--- config.mk ---
export PLATFORM = sky130hd
export DESIGN_NAME = sram_host_ctrl
export DESIGN_NICKNAME = d
export VERILOG_FILES = /design/src/rtl/sram_timing_pkg.sv /design/src/rtl/sram_host_ctrl.sv /design/src/rtl/wait_timer.sv
export SDC_FILE = /design/constraint.sdc
export NUM_CORES = 1
export LEC_CHECK = 0
export BUFFER_PORTS_ARGS = -buffer_cell sky130_fd_sc_hd__buf_2
export CAP_MARGIN = 20
export CORE_ASPECT_RATIO = 1.25
export CORE_MARGIN = 5
export CORE_UTILIZATION = 30
export CTS_BUF_LIST = sky130_fd_sc_hd__clkbuf_8
export DETAILED_ROUTE_END_ITERATION = 10
export GPL_TIMING_DRIVEN = 0
export SLEW_MARGIN = 0
export SYNTH_ARGS = -nofsm -noshare
export SYNTH_HDL_FRONTEND = slang
export SYNTH_SLANG_ARGS = --single-unit
--- constraint.sdc ---
create_clock -name clk_i -period 1.6 [get_ports clk_i]
set_input_delay 0.4 -clock clk_i [delete_from_list [all_inputs] [get_ports clk_i]]
set_output_delay 0.4 -clock clk_i [all_outputs]
set_load 0.03 [all_outputs]
--- src/rtl/sram_timing_pkg.sv ---
package sram_timing_pkg;

   // -------------------------------------------------------------------------
   // Clock, pin and counter widths, sync stages
   // -------------------------------------------------------------------------
   localparam int CLK_PERIOD_PS = 25000;
   localparam int ADDR_W        = 19;
   localparam int DATA_W        = 8;
   localparam int CNT_W         = 8;
   localparam int SYNC_STAGES   = 2;

   // -------------------------------------------------------------------------
   // Limits in ns, fast grade then slow grade
   // -------------------------------------------------------------------------
   localparam int READ_CYCLE_MIN_F_NS           = 55;
   localparam int READ_CYCLE_MIN_S_NS           = 70;
   localparam int DESELECT_TO_FLOAT_MAX_F_NS    = 20;
   localparam int DESELECT_TO_FLOAT_MAX_S_NS    = 25;
   localparam int WRITE_CYCLE_MIN_F_NS          = 55;
   localparam int WRITE_CYCLE_MIN_S_NS          = 70;
   localparam int SELECT_TO_WRITE_END_MIN_F_NS  = 50;
   localparam int SELECT_TO_WRITE_END_MIN_S_NS  = 60;
   localparam int ADDRESS_TO_WRITE_END_MIN_F_NS = 50;
   localparam int ADDRESS_TO_WRITE_END_MIN_S_NS = 60;
   localparam int WRITE_PULSE_MIN_F_NS          = 40;
   localparam int WRITE_PULSE_MIN_S_NS          = 50;
   localparam int WRITE_TO_FLOAT_MAX_F_NS       = 20;
   localparam int WRITE_TO_FLOAT_MAX_S_NS       = 25;
   localparam int DATA_OVERLAP_MIN_F_NS         = 25;
   localparam int DATA_OVERLAP_MIN_S_NS         = 30;

   // -------------------------------------------------------------------------
   // Conversion helpers
   // -------------------------------------------------------------------------
   function automatic int ns_to_cycles(input int ns);
      int c;
      c = (ns * 1000 + CLK_PERIOD_PS - 1) / CLK_PERIOD_PS;
      return (c < 1) ? 1 : c;
   endfunction : ns_to_cycles

   function automatic int max2(input int a, input int b);
      return (a > b) ? a : b;
   endfunction : max2

   // -------------------------------------------------------------------------
   // Cycle counts
   // -------------------------------------------------------------------------
   localparam int READ_CYC_F  = ns_to_cycles(READ_CYCLE_MIN_F_NS);
   localparam int READ_CYC_S  = ns_to_cycles(READ_CYCLE_MIN_S_NS);
   localparam int FLOAT_CYC_F = ns_to_cycles(DESELECT_TO_FLOAT_MAX_F_NS);
   localparam int FLOAT_CYC_S = ns_to_cycles(DESELECT_TO_FLOAT_MAX_S_NS);
   localparam int PULSE_CYC_F = ns_to_cycles(max2(max2(WRITE_PULSE_MIN_F_NS,
      DATA_OVERLAP_MIN_F_NS + WRITE_TO_FLOAT_MAX_F_NS),
      max2(SELECT_TO_WRITE_END_MIN_F_NS, ADDRESS_TO_WRITE_END_MIN_F_NS)));
   localparam int PULSE_CYC_S = ns_to_cycles(max2(max2(WRITE_PULSE_MIN_S_NS,
      DATA_OVERLAP_MIN_S_NS + WRITE_TO_FLOAT_MAX_S_NS),
      max2(SELECT_TO_WRITE_END_MIN_S_NS, ADDRESS_TO_WRITE_END_MIN_S_NS)));
   localparam int REC_CYC_F   = max2(1, ns_to_cycles(WRITE_CYCLE_MIN_F_NS) - PULSE_CYC_F);
   localparam int REC_CYC_S   = max2(1, ns_to_cycles(WRITE_CYCLE_MIN_S_NS) - PULSE_CYC_S);

endpackage : sram_timing_pkg

--- src/rtl/sram_host_ctrl.sv ---
`timescale 1ns/100ps
module sram_host_ctrl #(
   parameter bit FAST_GRADE = 1'b1
) (
   input  wire logic                               clk_i,
   input  wire logic                               rst_i,
   input  wire logic                               ce_i,
   input  wire logic                               req_i,
   input  wire logic                               req_write_i,
   input  wire logic [sram_timing_pkg::ADDR_W-1:0] req_addr_i,
   input  wire logic [sram_timing_pkg::DATA_W-1:0] req_wdata_i,
   output logic                                    ready_o,
   output logic                                    done_o,
   output logic                                    rvalid_o,
   output logic [sram_timing_pkg::DATA_W-1:0]      rdata_o,
   output logic [sram_timing_pkg::ADDR_W-1:0]      word_address_o,
   output logic                                    chip_sel_n_o,
   output logic                                    out_en_n_o,
   output logic                                    write_en_n_o,
   output logic [sram_timing_pkg::DATA_W-1:0]      shared_data_bus_o,
   output logic                                    shared_data_bus_oe_o,
   input  wire logic [sram_timing_pkg::DATA_W-1:0] shared_data_bus_i
);

   // -------------------------------------------------------------------------
   // Grade dependent cycle counts
   // -------------------------------------------------------------------------
   localparam int CW = sram_timing_pkg::CNT_W;
   localparam int RD_TOTAL = (FAST_GRADE ? sram_timing_pkg::READ_CYC_F
                                         : sram_timing_pkg::READ_CYC_S)
                             + sram_timing_pkg::SYNC_STAGES;
   localparam logic [CW-1:0] RD_LOAD    = CW'(RD_TOTAL - 1);
   localparam logic [CW-1:0] PULSE_LOAD = CW'((FAST_GRADE ? sram_timing_pkg::PULSE_CYC_F
                                         : sram_timing_pkg::PULSE_CYC_S) - 1);
   localparam logic [CW-1:0] REC_LOAD   = CW'((FAST_GRADE ? sram_timing_pkg::REC_CYC_F
                                         : sram_timing_pkg::REC_CYC_S) - 1);
   localparam logic [CW-1:0] FLOAT_LOAD = CW'((FAST_GRADE ? sram_timing_pkg::FLOAT_CYC_F
                                         : sram_timing_pkg::FLOAT_CYC_S) - 1);

   // -------------------------------------------------------------------------
   // State machine
   // -------------------------------------------------------------------------
   typedef enum logic [4:0] {
      ST_IDLE    = 5'b00001,
      ST_RD_WAIT = 5'b00010,
      ST_TURN    = 5'b00100,
      ST_WR_PULS = 5'b01000,
      ST_WR_REC  = 5'b10000
   } state_t;

   state_t                               state;
   state_t                               next_state;
   logic                                 tmr_load;
   logic [CW-1:0]                        tmr_count;
   logic                                 tmr_expired;
   logic [sram_timing_pkg::DATA_W-1:0]   bus_meta;
   logic [sram_timing_pkg::DATA_W-1:0]   bus_sync;

   wait_timer #(
      .CNT_W     (CW)
   ) u_timer (
      .clk_i     (clk_i),
      .rst_i     (rst_i),
      .ce_i      (ce_i),
      .load_i    (tmr_load),
      .count_i   (tmr_count),
      .expired_o (tmr_expired)
   );

   always_comb begin
      next_state = state;
      tmr_load   = 1'b0;
      tmr_count  = '0;
      case (state)
         ST_IDLE: begin
            if (req_i) begin
               tmr_load   = 1'b1;
               next_state = req_write_i ? ST_WR_PULS : ST_RD_WAIT;
               tmr_count  = req_write_i ? PULSE_LOAD : RD_LOAD;
            end
         end
         ST_RD_WAIT: begin
            if (tmr_expired) begin
               tmr_load   = 1'b1;
               tmr_count  = FLOAT_LOAD;
               next_state = ST_TURN;
            end
         end
         ST_TURN: begin
            if (tmr_expired) begin
               next_state = ST_IDLE;
            end
         end
         ST_WR_PULS: begin
            if (tmr_expired) begin
               tmr_load   = 1'b1;
               tmr_count  = REC_LOAD;
               next_state = ST_WR_REC;
            end
         end
         ST_WR_REC: begin
            if (tmr_expired) begin
               next_state = ST_IDLE;
            end
         end
         default: begin
            next_state = ST_IDLE;
         end
      endcase
   end

   always_ff @(posedge clk_i) begin
      if (rst_i) begin
         state   <= ST_IDLE;
         ready_o <= 1'b0;
      end else if (ce_i) begin
         state   <= next_state;
         ready_o <= (next_state == ST_IDLE);
      end
   end

   // -------------------------------------------------------------------------
   // Read data synchroniser
   // -------------------------------------------------------------------------
   always_ff @(posedge clk_i) begin
      if (rst_i) begin
         bus_meta <= '0;
         bus_sync <= '0;
      end else if (ce_i) begin
         bus_meta <= shared_data_bus_i;
         bus_sync <= bus_meta;
      end
   end

   // -------------------------------------------------------------------------
   // Memory pins
   // -------------------------------------------------------------------------
   // Output enable stays high for writes, so the memory never drives during
   // them; the stretched pulse still covers the oe-low case.
   always_ff @(posedge clk_i) begin
      if (rst_i) begin
         word_address_o       <= '0;
         chip_sel_n_o         <= 1'b1;
         out_en_n_o           <= 1'b1;
         write_en_n_o         <= 1'b1;
         shared_data_bus_o    <= '0;
         shared_data_bus_oe_o <= 1'b0;
      end else if (ce_i) begin
         case (state)
            ST_IDLE: begin
               if (req_i) begin
                  word_address_o <= req_addr_i;
                  chip_sel_n_o   <= 1'b0;
                  out_en_n_o     <= req_write_i;
                  write_en_n_o   <= ~req_write_i;
                  if (req_write_i) begin
                     shared_data_bus_o    <= req_wdata_i;
                     shared_data_bus_oe_o <= 1'b1;
                  end
               end
            end
            ST_RD_WAIT: begin
               if (tmr_expired) begin
                  chip_sel_n_o <= 1'b1;
                  out_en_n_o   <= 1'b1;
               end
            end
            ST_WR_PULS: begin
               if (tmr_expired) begin
                  chip_sel_n_o <= 1'b1;
                  write_en_n_o <= 1'b1;
               end
            end
            ST_WR_REC: begin
               if (tmr_expired) begin
                  shared_data_bus_oe_o <= 1'b0;
               end
            end
            default: begin
               chip_sel_n_o <= 1'b1;
            end
         endcase
      end
   end

   // -------------------------------------------------------------------------
   // User answers
   // -------------------------------------------------------------------------
   always_ff @(posedge clk_i) begin
      if (rst_i) begin
         rdata_o  <= '0;
         rvalid_o <= 1'b0;
         done_o   <= 1'b0;
      end else if (ce_i) begin
         rvalid_o <= 1'b0;
         done_o   <= 1'b0;
         if (state == ST_RD_WAIT && tmr_expired) begin
            rdata_o  <= bus_sync;
            rvalid_o <= 1'b1;
         end
         if ((state == ST_TURN || state == ST_WR_REC) && tmr_expired) begin
            done_o <= 1'b1;
         end
      end
   end

endmodule : sram_host_ctrl

--- src/rtl/wait_timer.sv ---
`timescale 1ns/100ps
module wait_timer #(
   parameter int CNT_W = 8
) (
   input  wire logic             clk_i,
   input  wire logic             rst_i,
   input  wire logic             ce_i,
   input  wire logic             load_i,
   input  wire logic [CNT_W-1:0] count_i,
   output logic                  expired_o
);

   logic [CNT_W-1:0] remaining;

   always_ff @(posedge clk_i) begin
      if (rst_i) begin
         remaining <= '0;
      end else if (ce_i) begin
         if (load_i) begin
            remaining <= count_i;
         end else if (remaining != '0) begin
            remaining <= remaining - 1'b1;
         end
      end
   end

   assign expired_o = (remaining == '0);

endmodule : wait_timer

==> reports/results.tsv, run 1 <==
stage	metric	value	unit
synth	compound-cell area share of the yosys netlist	12.14	%
clock_tree	clk buf depth	2	
drt	DRT Pass-1 Iters	4	
worst_setup_path	delay-heaviest family, CP	simple AND/OR/NAND/NOR gates	
clock_tree	clock slew at reported path FFs	70	ps
drt	vias after detailed routing	2836	
die	Die H	120.3	um
synth	register bit total from synthesis	71	
die	Die ar.	11810	um2
worst_setup_path	Critical Path RT	1840	ps
global_routing	vias in the first global route	2763	
drt	routed wire length	8843	um
global_routing	total gr overflow	0	
pwr	Comb power frac	34.7	%
synth	largest cells by area after synthesis	dfxtp_1, nand2_1, mux2i_1, a21oi_1, nor2_1	
synth	yosys warns	0	
sta	Final Cycle Share	113.2	%
synth	Syn Inst Count	336	
worst_setup_path	Crit Path Class	flip-flop to flip-flop	
worst_setup_path	CP endpoint kind	flip-flop	
worst_setup_path	r2r startpoint	state[4]$_SDFFE_PP0P_	
placed_design	IO buf count	80	
worst_setup_path	Max FO, Critical Path	6	
synth	number of synthesized flops with an enable pin	0	
synth	multiplexer share of the synthesized area	8.233	%
sta	FMAX	552.1	MHz
worst_setup_path	Reg2Reg Setup Slack	-210	ps
sta	Final Worst Setup Slack	-211.3	ps
layout	Layout Cells excl Fill	579	
global_routing	first-pass GRT wire length	13520	um
synth	Synth Area in Adders	0.4288	%
worst_setup_path	R2R cell count	7	
synth	cell taking the most area after synthesis	dfxtp_1	
global_routing	antenna violations before repair	0	
worst_setup_path	Critical Path AT	2050	ps
sta	crit path time final	1811	ps
flow_run	Max-Cap Viols	0	
synth	post-synth top area share	48.71	%
synth	Main synth FF type	dfxtp_1	
hold_path	hold_sp	req_wdata_i[1]	
placed_design	Final GP Congestion	0.8148	
layout	share of cells above drive strength 1	46.58	%
status	status	finished, violations left	
worst_setup_path	R2R Path End	chip_sel_n_o$_SDFFE_PP1P_	
placed_design	DP Worst Slack	-339.7	ps
worst_setup_path	crit-path most repeated cell	buf_6	
global_routing	largest net degree at the start of global routing	13	
clock_tree	cts hold-fix bufs	0	
die	core footprint	9559	um2
worst_setup_path	worst path bufs/invs	2	
clock_tree	Clock Sinks	71	
worst_setup_path	startpoint types	flip-flop	
synth	Synth Area in Simple Gates	23.24	%
layout	Core Util, Final	44.48	%
clock_tree	Root Buffer	clkbuf_8	
global_routing	All-Layer GR Usage	14.42	%
layout	area of the multi-input gates	1699	um2
sta	RSZ-0062 raised after global routing	yes	
synth	Net Count, Synth	377	
layout	register area	1433	um2
hold_path	Hold Path Class	primary input to flip-flop	
pwr	Clock power frac	26.1	%
sta	hold_ws	275.4	ps
sta	Fin. Hold Viols	0	
sta	clk_skew	7.847	ps
placed_design	HPWL after DPL	5580	um
sta	Worst Max-Slew Pin Slew	701.3	ps
layout	Filler Cell Count	897	
pwr	sw power	0.001824	W
drt	DRC	0	
clock_tree	CTS buffer count	9	
synth	Post-Synth XOR/XNOR Area	2.101	%
clock_tree	CTS tree	yes	
layout	most common cell after layout, fill and taps aside	buf_2	
synth	Post-Synthesis Cell Area	2918	um2
sta	Setup TNS	-6799	ps
synth	Async S/R FF share, synth	0	%
drt	Avg WL per Cell	15.27	um
worst_setup_path	slowest cell on the critical path	or4_4	
status	violated checks	negative setup slack	
drt	antenna viol nets, final	0	
drt	First DRT Iteration DRCs	172	
synth	Yosys cell types	42	
pwr	Power Density	1249	nW/um2
pwr	cell-internal power	0.003484	W
synth	largest family of logic cells by synthesized area	simple AND/OR/NAND/NOR gates	
die	Ports	82	
hold_path	hold depth	3	
layout	nets	489	
drt	vias per cell	4.898	
hold_path	hold endpoint	shared_data_bus_o[1]$_SDFFE_PP0P_	
clock_tree	worst skew pair latency	350	ps
placed_design	Post-Place Cells	542	
pwr	worst-case vdd ir drop	0.5958	mV
pwr	Reg power frac	39.1	%
worst_setup_path	Max stage delay on crit path	550	ps
pwr	Sw Share	34.37	%
die	Die X-Extent	98.21	um
layout	diode count	0	
synth	synthesized area per cell	8.684	um2
synth	sequential element share of the synthesized area	48.71	%
worst_setup_path	cell breakdown of the critical path	or4_4, buf_6, nor2_4, nand2_4, buf_6, a21oi_2, o31ai_1	
die	row cnt	40	
die	initial core utilization	30.52	%
clock_tree	H-tree Lvls	3	
sta	Slew Limit Fails	0	
pwr	LEAKAGE	1.821	nW
layout	P&R area growth vs syn	45.71	%
sta	Worst slew margin	53.24	%
sta	final setup vio count	50	
layout	most frequent cells in the layout	buf_2, dfxtp_1, nand2_1	
[how the worst max path moves through the flow]
stage | depth (start not counted) | to | start
detailed placement | 5 | rdata_o[6]$_SDFFE_PP0P_ | u_timer.remaining[3]$_SDFFE_PP0P_
finish | 7 | chip_sel_n_o$_SDFFE_PP1P_ | state[4]$_SDFFE_PP0P_
floorplan | 7 | shared_data_bus_o[0]$_SDFFE_PP0P_ | state[4]$_SDFFE_PP0P_
CTS | 7 | shared_data_bus_o[0]$_SDFFE_PP0P_ | state[1]$_SDFFE_PP0P_
global route | 7 | u_timer.remaining[2]$_SDFFE_PP0P_ | state[4]$_SDFFE_PP0P_
global placement | 5 | rdata_o[5]$_SDFFE_PP0P_ | u_timer.remaining[3]$_SDFFE_PP0P_
[metrics by stage]
step                power (W)  area (um2)
floorplan            0.003012        2932
global placement     0.003309        3490
detailed placement   0.003324        3490
CTS                  0.005044        4055
global route         0.005581        4252
finish               0.005308        4252
[logic make-up (layout without fill, tap and decap cells)]
logic type	count (synthesis)	after routing
and+or+nand+nor	146	146
DFF	71	71
AOI/OAI and AO/OA	61	61
buffers and inverters	26	143
muxes	24	24
xor gates and xnor gates	7	7
adders and majority gates	1	1
[cell usage after synthesis (2+ instances only)]
cell      count
dfxtp_1      71
nand2_1      65
a21oi_1      40
nor2_1       40
mux2i_1      24
nor3_1       11
clkbuf_1      8
a211oi_1      6
buf_2         6
buf_6         6
xnor2_1       6
nand3_1       5
o21ai_0       5
a31oi_1       3
and3b_1       3
inv_1         3
nand2b_1      3
and3_1        2
buf_1         2
nand3b_1      2
nor2b_1       2
nor4_1        2
nor4b_1       2
[what timing repair did]
| action | 4_1_cts | 5_1_grt |
|---|---|---|
| setup endpoints to repair | 53 | 52 |
| pin swaps | 35 | 33 |
| gates cloned | 3 | 0 |
| endpoints found under the hold margin | 0 | 0 |
| setup buffers | 17 | 6 |
| gates resized for setup | 70 | 51 |
[area by class of cell]
type / instances / area share, %
plain buffers: 18 / 2.560
clock buffers: 9 / 2.913
clock inverters: 7 / 1.530
inverters: 4 / 0.3531
multi-input cells: 239 / 39.96
flip-flops and latches: 71 / 33.70
well taps: 126 / 3.708
repair buffers: 105 / 15.27
[sequential cells by signal (all words and copies together), names as in the netlist]
register	count
u_timer.remaining	8
state	5
shared_data_bus_oe_o	1
bus_sync	8
rdata_o	8
rvalid_o	1
bus_meta	8
write_en_n_o	1
done_o	1
out_en_n_o	1
word_address_o	19
shared_data_bus_o	8
ready_o	1
chip_sel_n_o	1
[metal layers]
metal	share of wire, %	vias up	track usage (%)
met2	51	96	24.40
li1	-	1367	-
met1	39	1336	16.25
met3	4.3	37	2.885
met4	5.3	0	9.821
met5	0	-	0
[power groups by stage]
| stage | registers (W) | logic (W) | clock network (W) |
|---|---|---|---|
| global route | 0.00209 | 0.00198 | 0.00151 |
| finish | 0.00208 | 0.00184 | 0.00139 |
| CTS | 0.00205 | 0.00157 | 0.00143 |
| floorplan | 0.00212 | 0.000895 | 0 |
| global placement | 0.00207 | 0.00124 | 0 |
| detailed placement | 0.00207 | 0.00126 | 0 |
[worst register-to-register path: stages, from the launching register on]
cell     delay, ps
dfxtp_4        370
or4_4          550
buf_6          140
nor2_4         140
nand2_4        120
buf_6          160
a21oi_2        120
o31ai_1         90
(Power assumes the default switching activity.)
==> run 2: changes to the inputs <==
--- a/config.mk
+++ b/config.mk
@@ -9,7 +9,7 @@
 export CAP_MARGIN = 20
 export CORE_ASPECT_RATIO = 1.25
 export CORE_MARGIN = 5
-export CORE_UTILIZATION = 30
+export CORE_UTILIZATION = 35
 export CTS_BUF_LIST = sky130_fd_sc_hd__clkbuf_8
 export DETAILED_ROUTE_END_ITERATION = 10
 export GPL_TIMING_DRIVEN = 0
==> run 2 against run 1 <==
  * The run still ends with negative setup slack left
  * Wire length is 5.5% lower
  * Clock skew is 0.85 ps higher
  * Critical path depth is 1 lower
==> reports/results.tsv, run 2 (same netlist as run 1, synthesis figures left out) <==
stage	metric	value	unit	change
status	status	finished, violations left		unchanged
status	violated checks	negative setup slack		unchanged
global_routing	largest net degree at the start of global routing	13		unchanged
layout	Filler Cell Count	780		was 897
die	Ports	82		unchanged
sta	crit path time final	1732	ps	was 1811 ps
sta	RSZ-0062 raised after global routing	yes		unchanged
sta	Slew Limit Fails	0		unchanged
hold_path	hold_sp	req_wdata_i[1]		unchanged
die	core footprint	8194	um2	was 9559 um2
die	Die ar.	10270	um2	was 11,810 um2
layout	nets	486		was 489
die	Die X-Extent	91.67	um	was 98.21 um
layout	most frequent cells in the layout	buf_2, dfxtp_1, nand2_1		unchanged
clock_tree	CTS buffer count	9		unchanged
drt	routed wire length	8358	um	was 8843 um
layout	Biggest register	word_address_o		unchanged
drt	DRC	0		unchanged
global_routing	antenna violations before repair	0		unchanged
layout	Layout Cells excl Fill	547		was 579
flow_run	Max-Cap Viols	0		unchanged
worst_setup_path	cell breakdown of the critical path	or4_4, nor2_4, nand2_4, buf_6, a21oi_2, o31ai_1		was or4_4, buf_6, nor2_4, nand2_4, buf_6, a21oi_2, o31ai_1
placed_design	IO buf count	80		unchanged
placed_design	DP Area	3453	um2	was 3490 um2
die	initial core utilization	35.61	%	was 30.52%
placed_design	HPWL after DPL	5486	um	was 5580 um
pwr	Reg power frac	37.9	%	was 39.1%
worst_setup_path	Reg2Reg Setup Slack	-130	ps	was -210 ps
layout	P&R area growth vs syn	43.95	%	was 45.71%
worst_setup_path	CP endpoint kind	flip-flop		unchanged
drt	Avg WL per Cell	15.28	um	was 15.27 um
worst_setup_path	R2R cell count	6		was 7
sta	Fin. Hold Viols	0		unchanged
pwr	Clock power frac	25.5	%	was 26.1%
worst_setup_path	Max stage delay on crit path	570	ps	was 550 ps
sta	clk_skew	8.702	ps	was 7.847 ps
clock_tree	H-tree Lvls	3		unchanged
clock_tree	worst skew pair latency	350	ps	about the same
hold_path	Hold Path Class	primary input to flip-flop		unchanged
layout	diode count	0		unchanged
sta	final setup vio count	47		was 50
placed_design	Final GP Congestion	0.8158		was 0.8148
worst_setup_path	slowest cell on the critical path	or4_4		unchanged
layout	post-route cell area	4200	um2	was 4252 um2
worst_setup_path	Critical Path AT	1960	ps	was 2050 ps
drt	vias per cell	5.042		was 4.898
placed_design	DP Worst Slack	-411.3	ps	was -339.7 ps
sta	FMAX	577.5	MHz	was 552.1 MHz
global_routing	vias in the first global route	2610		was 2,763
placed_design	Post-Place Cells	513		was 542
layout	max reg flops	19		unchanged
worst_setup_path	R2R Path End	chip_sel_n_o$_SDFFE_PP1P_		unchanged
pwr	sw power	0.001849	W	was 0.001824 W
drt	antenna viol nets, final	0		unchanged
clock_tree	cts hold-fix bufs	0		unchanged
hold_path	hold depth	3		unchanged
pwr	Comb power frac	36.6	%	was 34.7%
pwr	cell-internal power	0.003637	W	was 0.003484 W
clock_tree	CTS tree	yes		unchanged
sta	Final Cycle Share	108.2	%	was 113.2%
global_routing	first-pass GRT wire length	12640	um	was 13,520 um
worst_setup_path	Critical Path RT	1830	ps	was 1840 ps
hold_path	hold endpoint	shared_data_bus_o[1]$_SDFFE_PP0P_		unchanged
die	Die H	112.1	um	was 120.3 um
pwr	worst-case vdd ir drop	0.5568	mV	was 0.5958 mV
global_routing	All-Layer GR Usage	15.40	%	was 14.42%
sta	Worst Max-Slew Pin Slew	829.7	ps	was 701.3 ps
pwr	LEAKAGE	1.822	nW	was 1.821 nW
clock_tree	clock slew at reported path FFs	80	ps	was 70 ps
drt	DRT Pass-1 Iters	4		unchanged
worst_setup_path	Max FO, Critical Path	6		unchanged
sta	Worst slew margin	44.69	%	was 53.24%
sta	Final Worst Setup Slack	-131.5	ps	was -211.3 ps
drt	First DRT Iteration DRCs	176		was 172
layout	share of cells above drive strength 1	46.00	%	was 46.58%
clock_tree	Clock Sinks	71		unchanged
pwr	Sw Share	33.71	%	was 34.37%
layout	most common cell after layout, fill and taps aside	buf_2		unchanged
worst_setup_path	r2r startpoint	state[1]$_SDFFE_PP0P_		was state[4]$_SDFFE_PP0P_
clock_tree	clk buf depth	2		unchanged
sta	Setup TNS	-3350	ps	was -6799 ps
global_routing	total gr overflow	0		unchanged
worst_setup_path	Crit Path Class	flip-flop to flip-flop		unchanged
die	row cnt	37		was 40
pwr	Power Density	1306	nW/um2	was 1249 nW/um2
worst_setup_path	startpoint types	flip-flop		unchanged
drt	vias after detailed routing	2758		was 2,836
clock_tree	Root Buffer	clkbuf_8		unchanged
==> run 2: layout make-up <==
type	count	area [um2]	share of cell area, %
multi-input cells	239	1698	40.42
flip-flops and latches	71	1430	34.05
repair buffers	100	600.6	14.30
plain buffers	20	146.4	3.485
clock buffers	9	123.9	2.949
well taps	97	121.4	2.889
clock inverters	7	65.06	1.549
inverters	4	15.01	0.3575
==> run 2: what timing repair did <==
action | in CTS | in global routing
setup endpoints to repair | 52 | 54
resized for setup | 24 | 86
buffers inserted | 5 | 12
gates cloned | 1 | 2
pin swaps | 5 | 41
==> run 2: worst max-delay path by stage <==
stage                                           start                                 to  slack [ps]  cells after the start
global placement    u_timer.remaining[3]$_SDFFE_PP0P_            rdata_o[2]$_SDFFE_PP0P_        -360                      5
CTS                             state[1]$_SDFFE_PP0P_          chip_sel_n_o$_SDFFE_PP1P_        -130                      6
finish                          state[1]$_SDFFE_PP0P_          chip_sel_n_o$_SDFFE_PP1P_        -130                      6
floorplan                       state[4]$_SDFFE_PP0P_  shared_data_bus_o[0]$_SDFFE_PP0P_         -90                      7
global route                    state[1]$_SDFFE_PP0P_  shared_data_bus_o[0]$_SDFFE_PP0P_        -200                      6
detailed placement  u_timer.remaining[3]$_SDFFE_PP0P_            rdata_o[6]$_SDFFE_PP0P_        -410                      5
==> run 2: per-stage QoR <==
stage / hold slack [ps] / power, W / utilization, %
after floorplan: 435.7 / 0.003012 / -
after global placement: 436.7 / 0.003297 / 42.14
after detailed placement: 442.1 / 0.003319 / 42.14
after CTS: 271.0 / 0.004888 / 45.98
after global routing: 278.4 / 0.005759 / 51.26
final: 284.0 / 0.005486 / 51.26
==> run 2: critical path: cells and delay by family (launching register included) <==
family	cells	cell delay, ps
compound gates	2	190
simple gates	3	900
buf+inv	1	160
flops	1	370
==> run 2: power groups by stage <==
stage	clock (W)	sequential, W	combinational, W
2_1_floorplan	0	0.00212	0.000895
3_3_place_gp	0	0.00207	0.00123
3_5_place_dp	0	0.00207	0.00125
4_1_cts	0.00143	0.00205	0.00140
5_1_grt	0.00150	0.00209	0.00216
6_report	0.00140	0.00208	0.00201
==> run 2: routing by layer <==
| layer | track usage [%] | share of wire (%) |
|---|---|---|
| met5 | 0 | 0 |
| met3 | 3.619 | 4.4 |
| met4 | 6.841 | 2.5 |
| met2 | 26.52 | 51 |
| met1 | 18.08 | 42 |
==> run 3: changes to the inputs <==
--- a/config.mk
+++ b/config.mk
@@ -7,12 +7,15 @@
 export LEC_CHECK = 0
 export BUFFER_PORTS_ARGS = -buffer_cell sky130_fd_sc_hd__buf_2
 export CAP_MARGIN = 20
+export CELL_PAD_IN_SITES_DETAIL_PLACEMENT = 1
+export CELL_PAD_IN_SITES_GLOBAL_PLACEMENT = 2
 export CORE_ASPECT_RATIO = 1.25
 export CORE_MARGIN = 5
-export CORE_UTILIZATION = 35
+export CORE_UTILIZATION = 28
 export CTS_BUF_LIST = sky130_fd_sc_hd__clkbuf_8
 export DETAILED_ROUTE_END_ITERATION = 10
 export GPL_TIMING_DRIVEN = 0
+export PLACE_DENSITY_LB_ADDON = 0.1
 export SLEW_MARGIN = 0
 export SYNTH_ARGS = -nofsm -noshare
 export SYNTH_HDL_FRONTEND = slang
==> run 3 against run 2 <==
  * Sequential share of layout area decreased by 0.95 points
  * The run still ends with negative setup slack left
  * Global-route usage increased by 0.087 points
  * Register-to-register slack is essentially flat
  * Final cell count rose by 5.5%
  * Cell area is 3.0% higher
  * Total power grew 4.4%
  * Critical endpoint is now u_timer.remaining[0]$_SDFFE_PP0P_
==> reports/results.tsv, run 3 (same netlist as run 1, synthesis figures left out) <==
stage	metric	value	unit	change
die	Die X-Extent	101.3	um	was 91.67 um
clock_tree	cts hold-fix bufs	0		unchanged
drt	Avg WL per Cell	16.81	um	was 15.28 um
drt	First DRT Iteration DRCs	64		was 176
pwr	cell-internal power	0.003794	W	was 0.003637 W
placed_design	Final GP Congestion	0.7169		was 0.8158
worst_setup_path	Critical Path AT	2010	ps	was 1960 ps
die	core footprint	10160	um2	was 8194 um2
drt	antenna viol nets, final	0		unchanged
layout	most frequent cells in the layout	buf_2, dfxtp_1, nor2_1		was buf_2, dfxtp_1, nand2_1
drt	vias after detailed routing	2755		was 2,758
hold_path	hold_sp	req_wdata_i[6]		was req_wdata_i[1]
layout	Biggest register	word_address_o		unchanged
sta	Final Cycle Share	109.1	%	was 108.2%
sta	FMAX	573.0	MHz	was 577.5 MHz
pwr	worst-case vdd ir drop	0.7312	mV	was 0.5568 mV
clock_tree	CTS tree	yes		unchanged
die	Die H	124.1	um	was 112.1 um
clock_tree	Clock Sinks	71		unchanged
sta	crit path time final	1745	ps	was 1732 ps
sta	Slew Limit Fails	0		unchanged
worst_setup_path	worst path bufs/invs	1		unchanged
global_routing	All-Layer GR Usage	15.49	%	was 15.40%
die	row cnt	41		was 37
layout	diode count	0		unchanged
sta	final setup vio count	49		was 47
layout	P&R area growth vs syn	48.33	%	was 43.95%
drt	DRC	0		unchanged
clock_tree	clock slew at reported path FFs	80	ps	about the same
worst_setup_path	R2R cell count	5		was 6
sta	Worst Max-Slew Pin Slew	836.2	ps	was 829.7 ps
global_routing	vias in the first global route	2902		was 2,610
worst_setup_path	Critical Path RT	1860	ps	was 1830 ps
clock_tree	Root Buffer	clkbuf_8		unchanged
hold_path	hold depth	3		unchanged
global_routing	first-pass GRT wire length	14930	um	was 12,640 um
flow_run	Max-Cap Viols	0		unchanged
worst_setup_path	R2R Path End	u_timer.remaining[0]$_SDFFE_PP0P_		was chip_sel_n_o$_SDFFE_PP1P_
hold_path	Hold Path Class	primary input to flip-flop		unchanged
worst_setup_path	Crit Path Class	flip-flop to flip-flop		unchanged
drt	routed wire length	9698	um	was 8358 um
worst_setup_path	Max stage delay on crit path	540	ps	was 570 ps
worst_setup_path	Reg2Reg Setup Slack	-150	ps	was -130 ps
layout	nets	485		was 486
clock_tree	worst skew pair latency	350	ps	about the same
global_routing	total gr overflow	0		unchanged
worst_setup_path	slowest cell on the critical path	or4_4		unchanged
sta	Worst slew margin	44.25	%	was 44.69%
drt	DRT Pass-1 Iters	4		unchanged
global_routing	largest net degree at the start of global routing	12		was 13
pwr	Sw Share	33.73	%	was 33.71%
sta	clk_skew	9.258	ps	was 8.702 ps
worst_setup_path	CP endpoint kind	flip-flop		unchanged
sta	Fin. Hold Viols	0		unchanged
worst_setup_path	startpoint types	flip-flop		unchanged
placed_design	HPWL after DPL	6531	um	was 5486 um
status	violated checks	negative setup slack		unchanged
sta	RSZ-0062 raised after global routing	yes		unchanged
drt	vias per cell	4.775		was 5.042
sta	Final Worst Setup Slack	-145.2	ps	was -131.5 ps
worst_setup_path	Worst Setup SP	state[2]$_SDFFE_PP0P_		was state[1]$_SDFFE_PP0P_
clock_tree	H-tree Lvls	3		unchanged
global_routing	antenna violations before repair	0		unchanged
layout	most common cell after layout, fill and taps aside	buf_2		unchanged
layout	Filler Cell Count	1220		was 780
hold_path	hold endpoint	shared_data_bus_o[6]$_SDFFE_PP0P_		was shared_data_bus_o[1]$_SDFFE_PP0P_
layout	share of cells above drive strength 1	49.33	%	was 46.00%
placed_design	IO buf count	80		unchanged
die	Die ar.	12580	um2	was 10,270 um2
pwr	LEAKAGE	1.832	nW	was 1.822 nW
clock_tree	clk buf depth	2		unchanged
pwr	Comb power frac	38.1	%	was 36.6%
pwr	Design Power	0.005725	W	was 0.005486 W
placed_design	DP Worst Slack	-496.7	ps	was -411.3 ps
die	initial core utilization	28.73	%	was 35.61%
worst_setup_path	Max FO, Critical Path	7		was 6
pwr	Clock power frac	25.5	%	about the same
worst_setup_path	cell breakdown of the critical path	or4_4, nor2_4, buf_6, a21oi_2, a311oi_2		was or4_4, nor2_4, nand2_4, buf_6, a21oi_2, o31ai_1
worst_setup_path	delay-heaviest family, CP	simple AND/OR/NAND/NOR gates		unchanged
pwr	Reg power frac	36.4	%	was 37.9%
clock_tree	CTS buffer count	9		unchanged
status	status	finished, violations left		unchanged
sta	Setup TNS	-3934	ps	was -3350 ps
pwr	sw power	0.001931	W	was 0.001849 W
layout	max reg flops	19		unchanged
pwr	Power Density	1323	nW/um2	was 1306 nW/um2
die	Ports	82		unchanged
worst_setup_path	r2r startpoint	state[2]$_SDFFE_PP0P_		was state[1]$_SDFFE_PP0P_
[run 3: cell count changes in the layout (fill, tap and decap cells not counted), moves of 3 or more]
cell,change
nor3_1,-4
nand2_1,-5
nand2_4,-7
nand2_2,+11
o21ai_2,+3
[run 3: what timing repair did]
action                     CTS  global route
gates resized for setup     60            67
cloned                       2             1
pin swaps                   21            26
buffers inserted             9             7
setup endpoints to repair   55            55
[run 3: worst max-delay path by stage]
| stage | end | depth (start not counted) |
|---|---|---|
| final | u_timer.remaining[0]$_SDFFE_PP0P_ | 5 |
| after global routing | u_timer.remaining[1]$_SDFFE_PP0P_ | 7 |
| after CTS | shared_data_bus_o[2]$_SDFFE_PP0P_ | 7 |
| after detailed placement | rdata_o[4]$_SDFFE_PP0P_ | 5 |
| after global placement | rdata_o[3]$_SDFFE_PP0P_ | 5 |
| after floorplan | shared_data_bus_o[0]$_SDFFE_PP0P_ | 7 |
[run 3: through the flow]
step | util (%) | std cells | area (um2) | hold slack [ps]
finish | 42.61 | 577 | 4328 | 283.4
global route | 42.61 | 577 | 4328 | 273.3
CTS | 39.53 | 571 | 4015 | 262.3
detailed placement | 34.39 | 545 | 3493 | 442.9
global placement | 34.39 | 545 | 3493 | 436.0
floorplan | - | 336 | 2932 | 435.7
[run 3: per-layer routing]
| layer | part of all wire, % | track usage (%) |
|---|---|---|
| met2 | 53 | 27.13 |
| met5 | 0 | 0 |
| met4 | 2.2 | 7.980 |
| met3 | 2.6 | 2.745 |
| met1 | 42 | 17.88 |
[run 3: layout make-up]
type / count / area (um2) / area share [%]
well taps: 129 / 161.4 / 3.729
clock buffers: 11 / 151.4 / 3.498
clock inverters: 4 / 46.29 / 1.070
inverters: 4 / 15.01 / 0.3469
flip-flops and latches: 71 / 1433 / 33.10
repair buffers: 99 / 611.8 / 14.14
multi-input cells: 239 / 1760 / 40.68
plain buffers: 20 / 148.9 / 3.440
[run 3: power by group through the flow]
stage | logic, W | clock network, W | registers [W]
5_1_grt | 0.00235 | 0.00157 | 0.00210
3_5_place_dp | 0.00131 | 0 | 0.00207
3_3_place_gp | 0.00129 | 0 | 0.00207
6_report | 0.00218 | 0.00146 | 0.00209
2_1_floorplan | 0.000895 | 0 | 0.00212
4_1_cts | 0.00160 | 0.00153 | 0.00207
[run 3: tightest hold or removal path, cell delays in order]
cell     delay [ps]
buf_2            70
mux2i_1          50
nor2_1           80
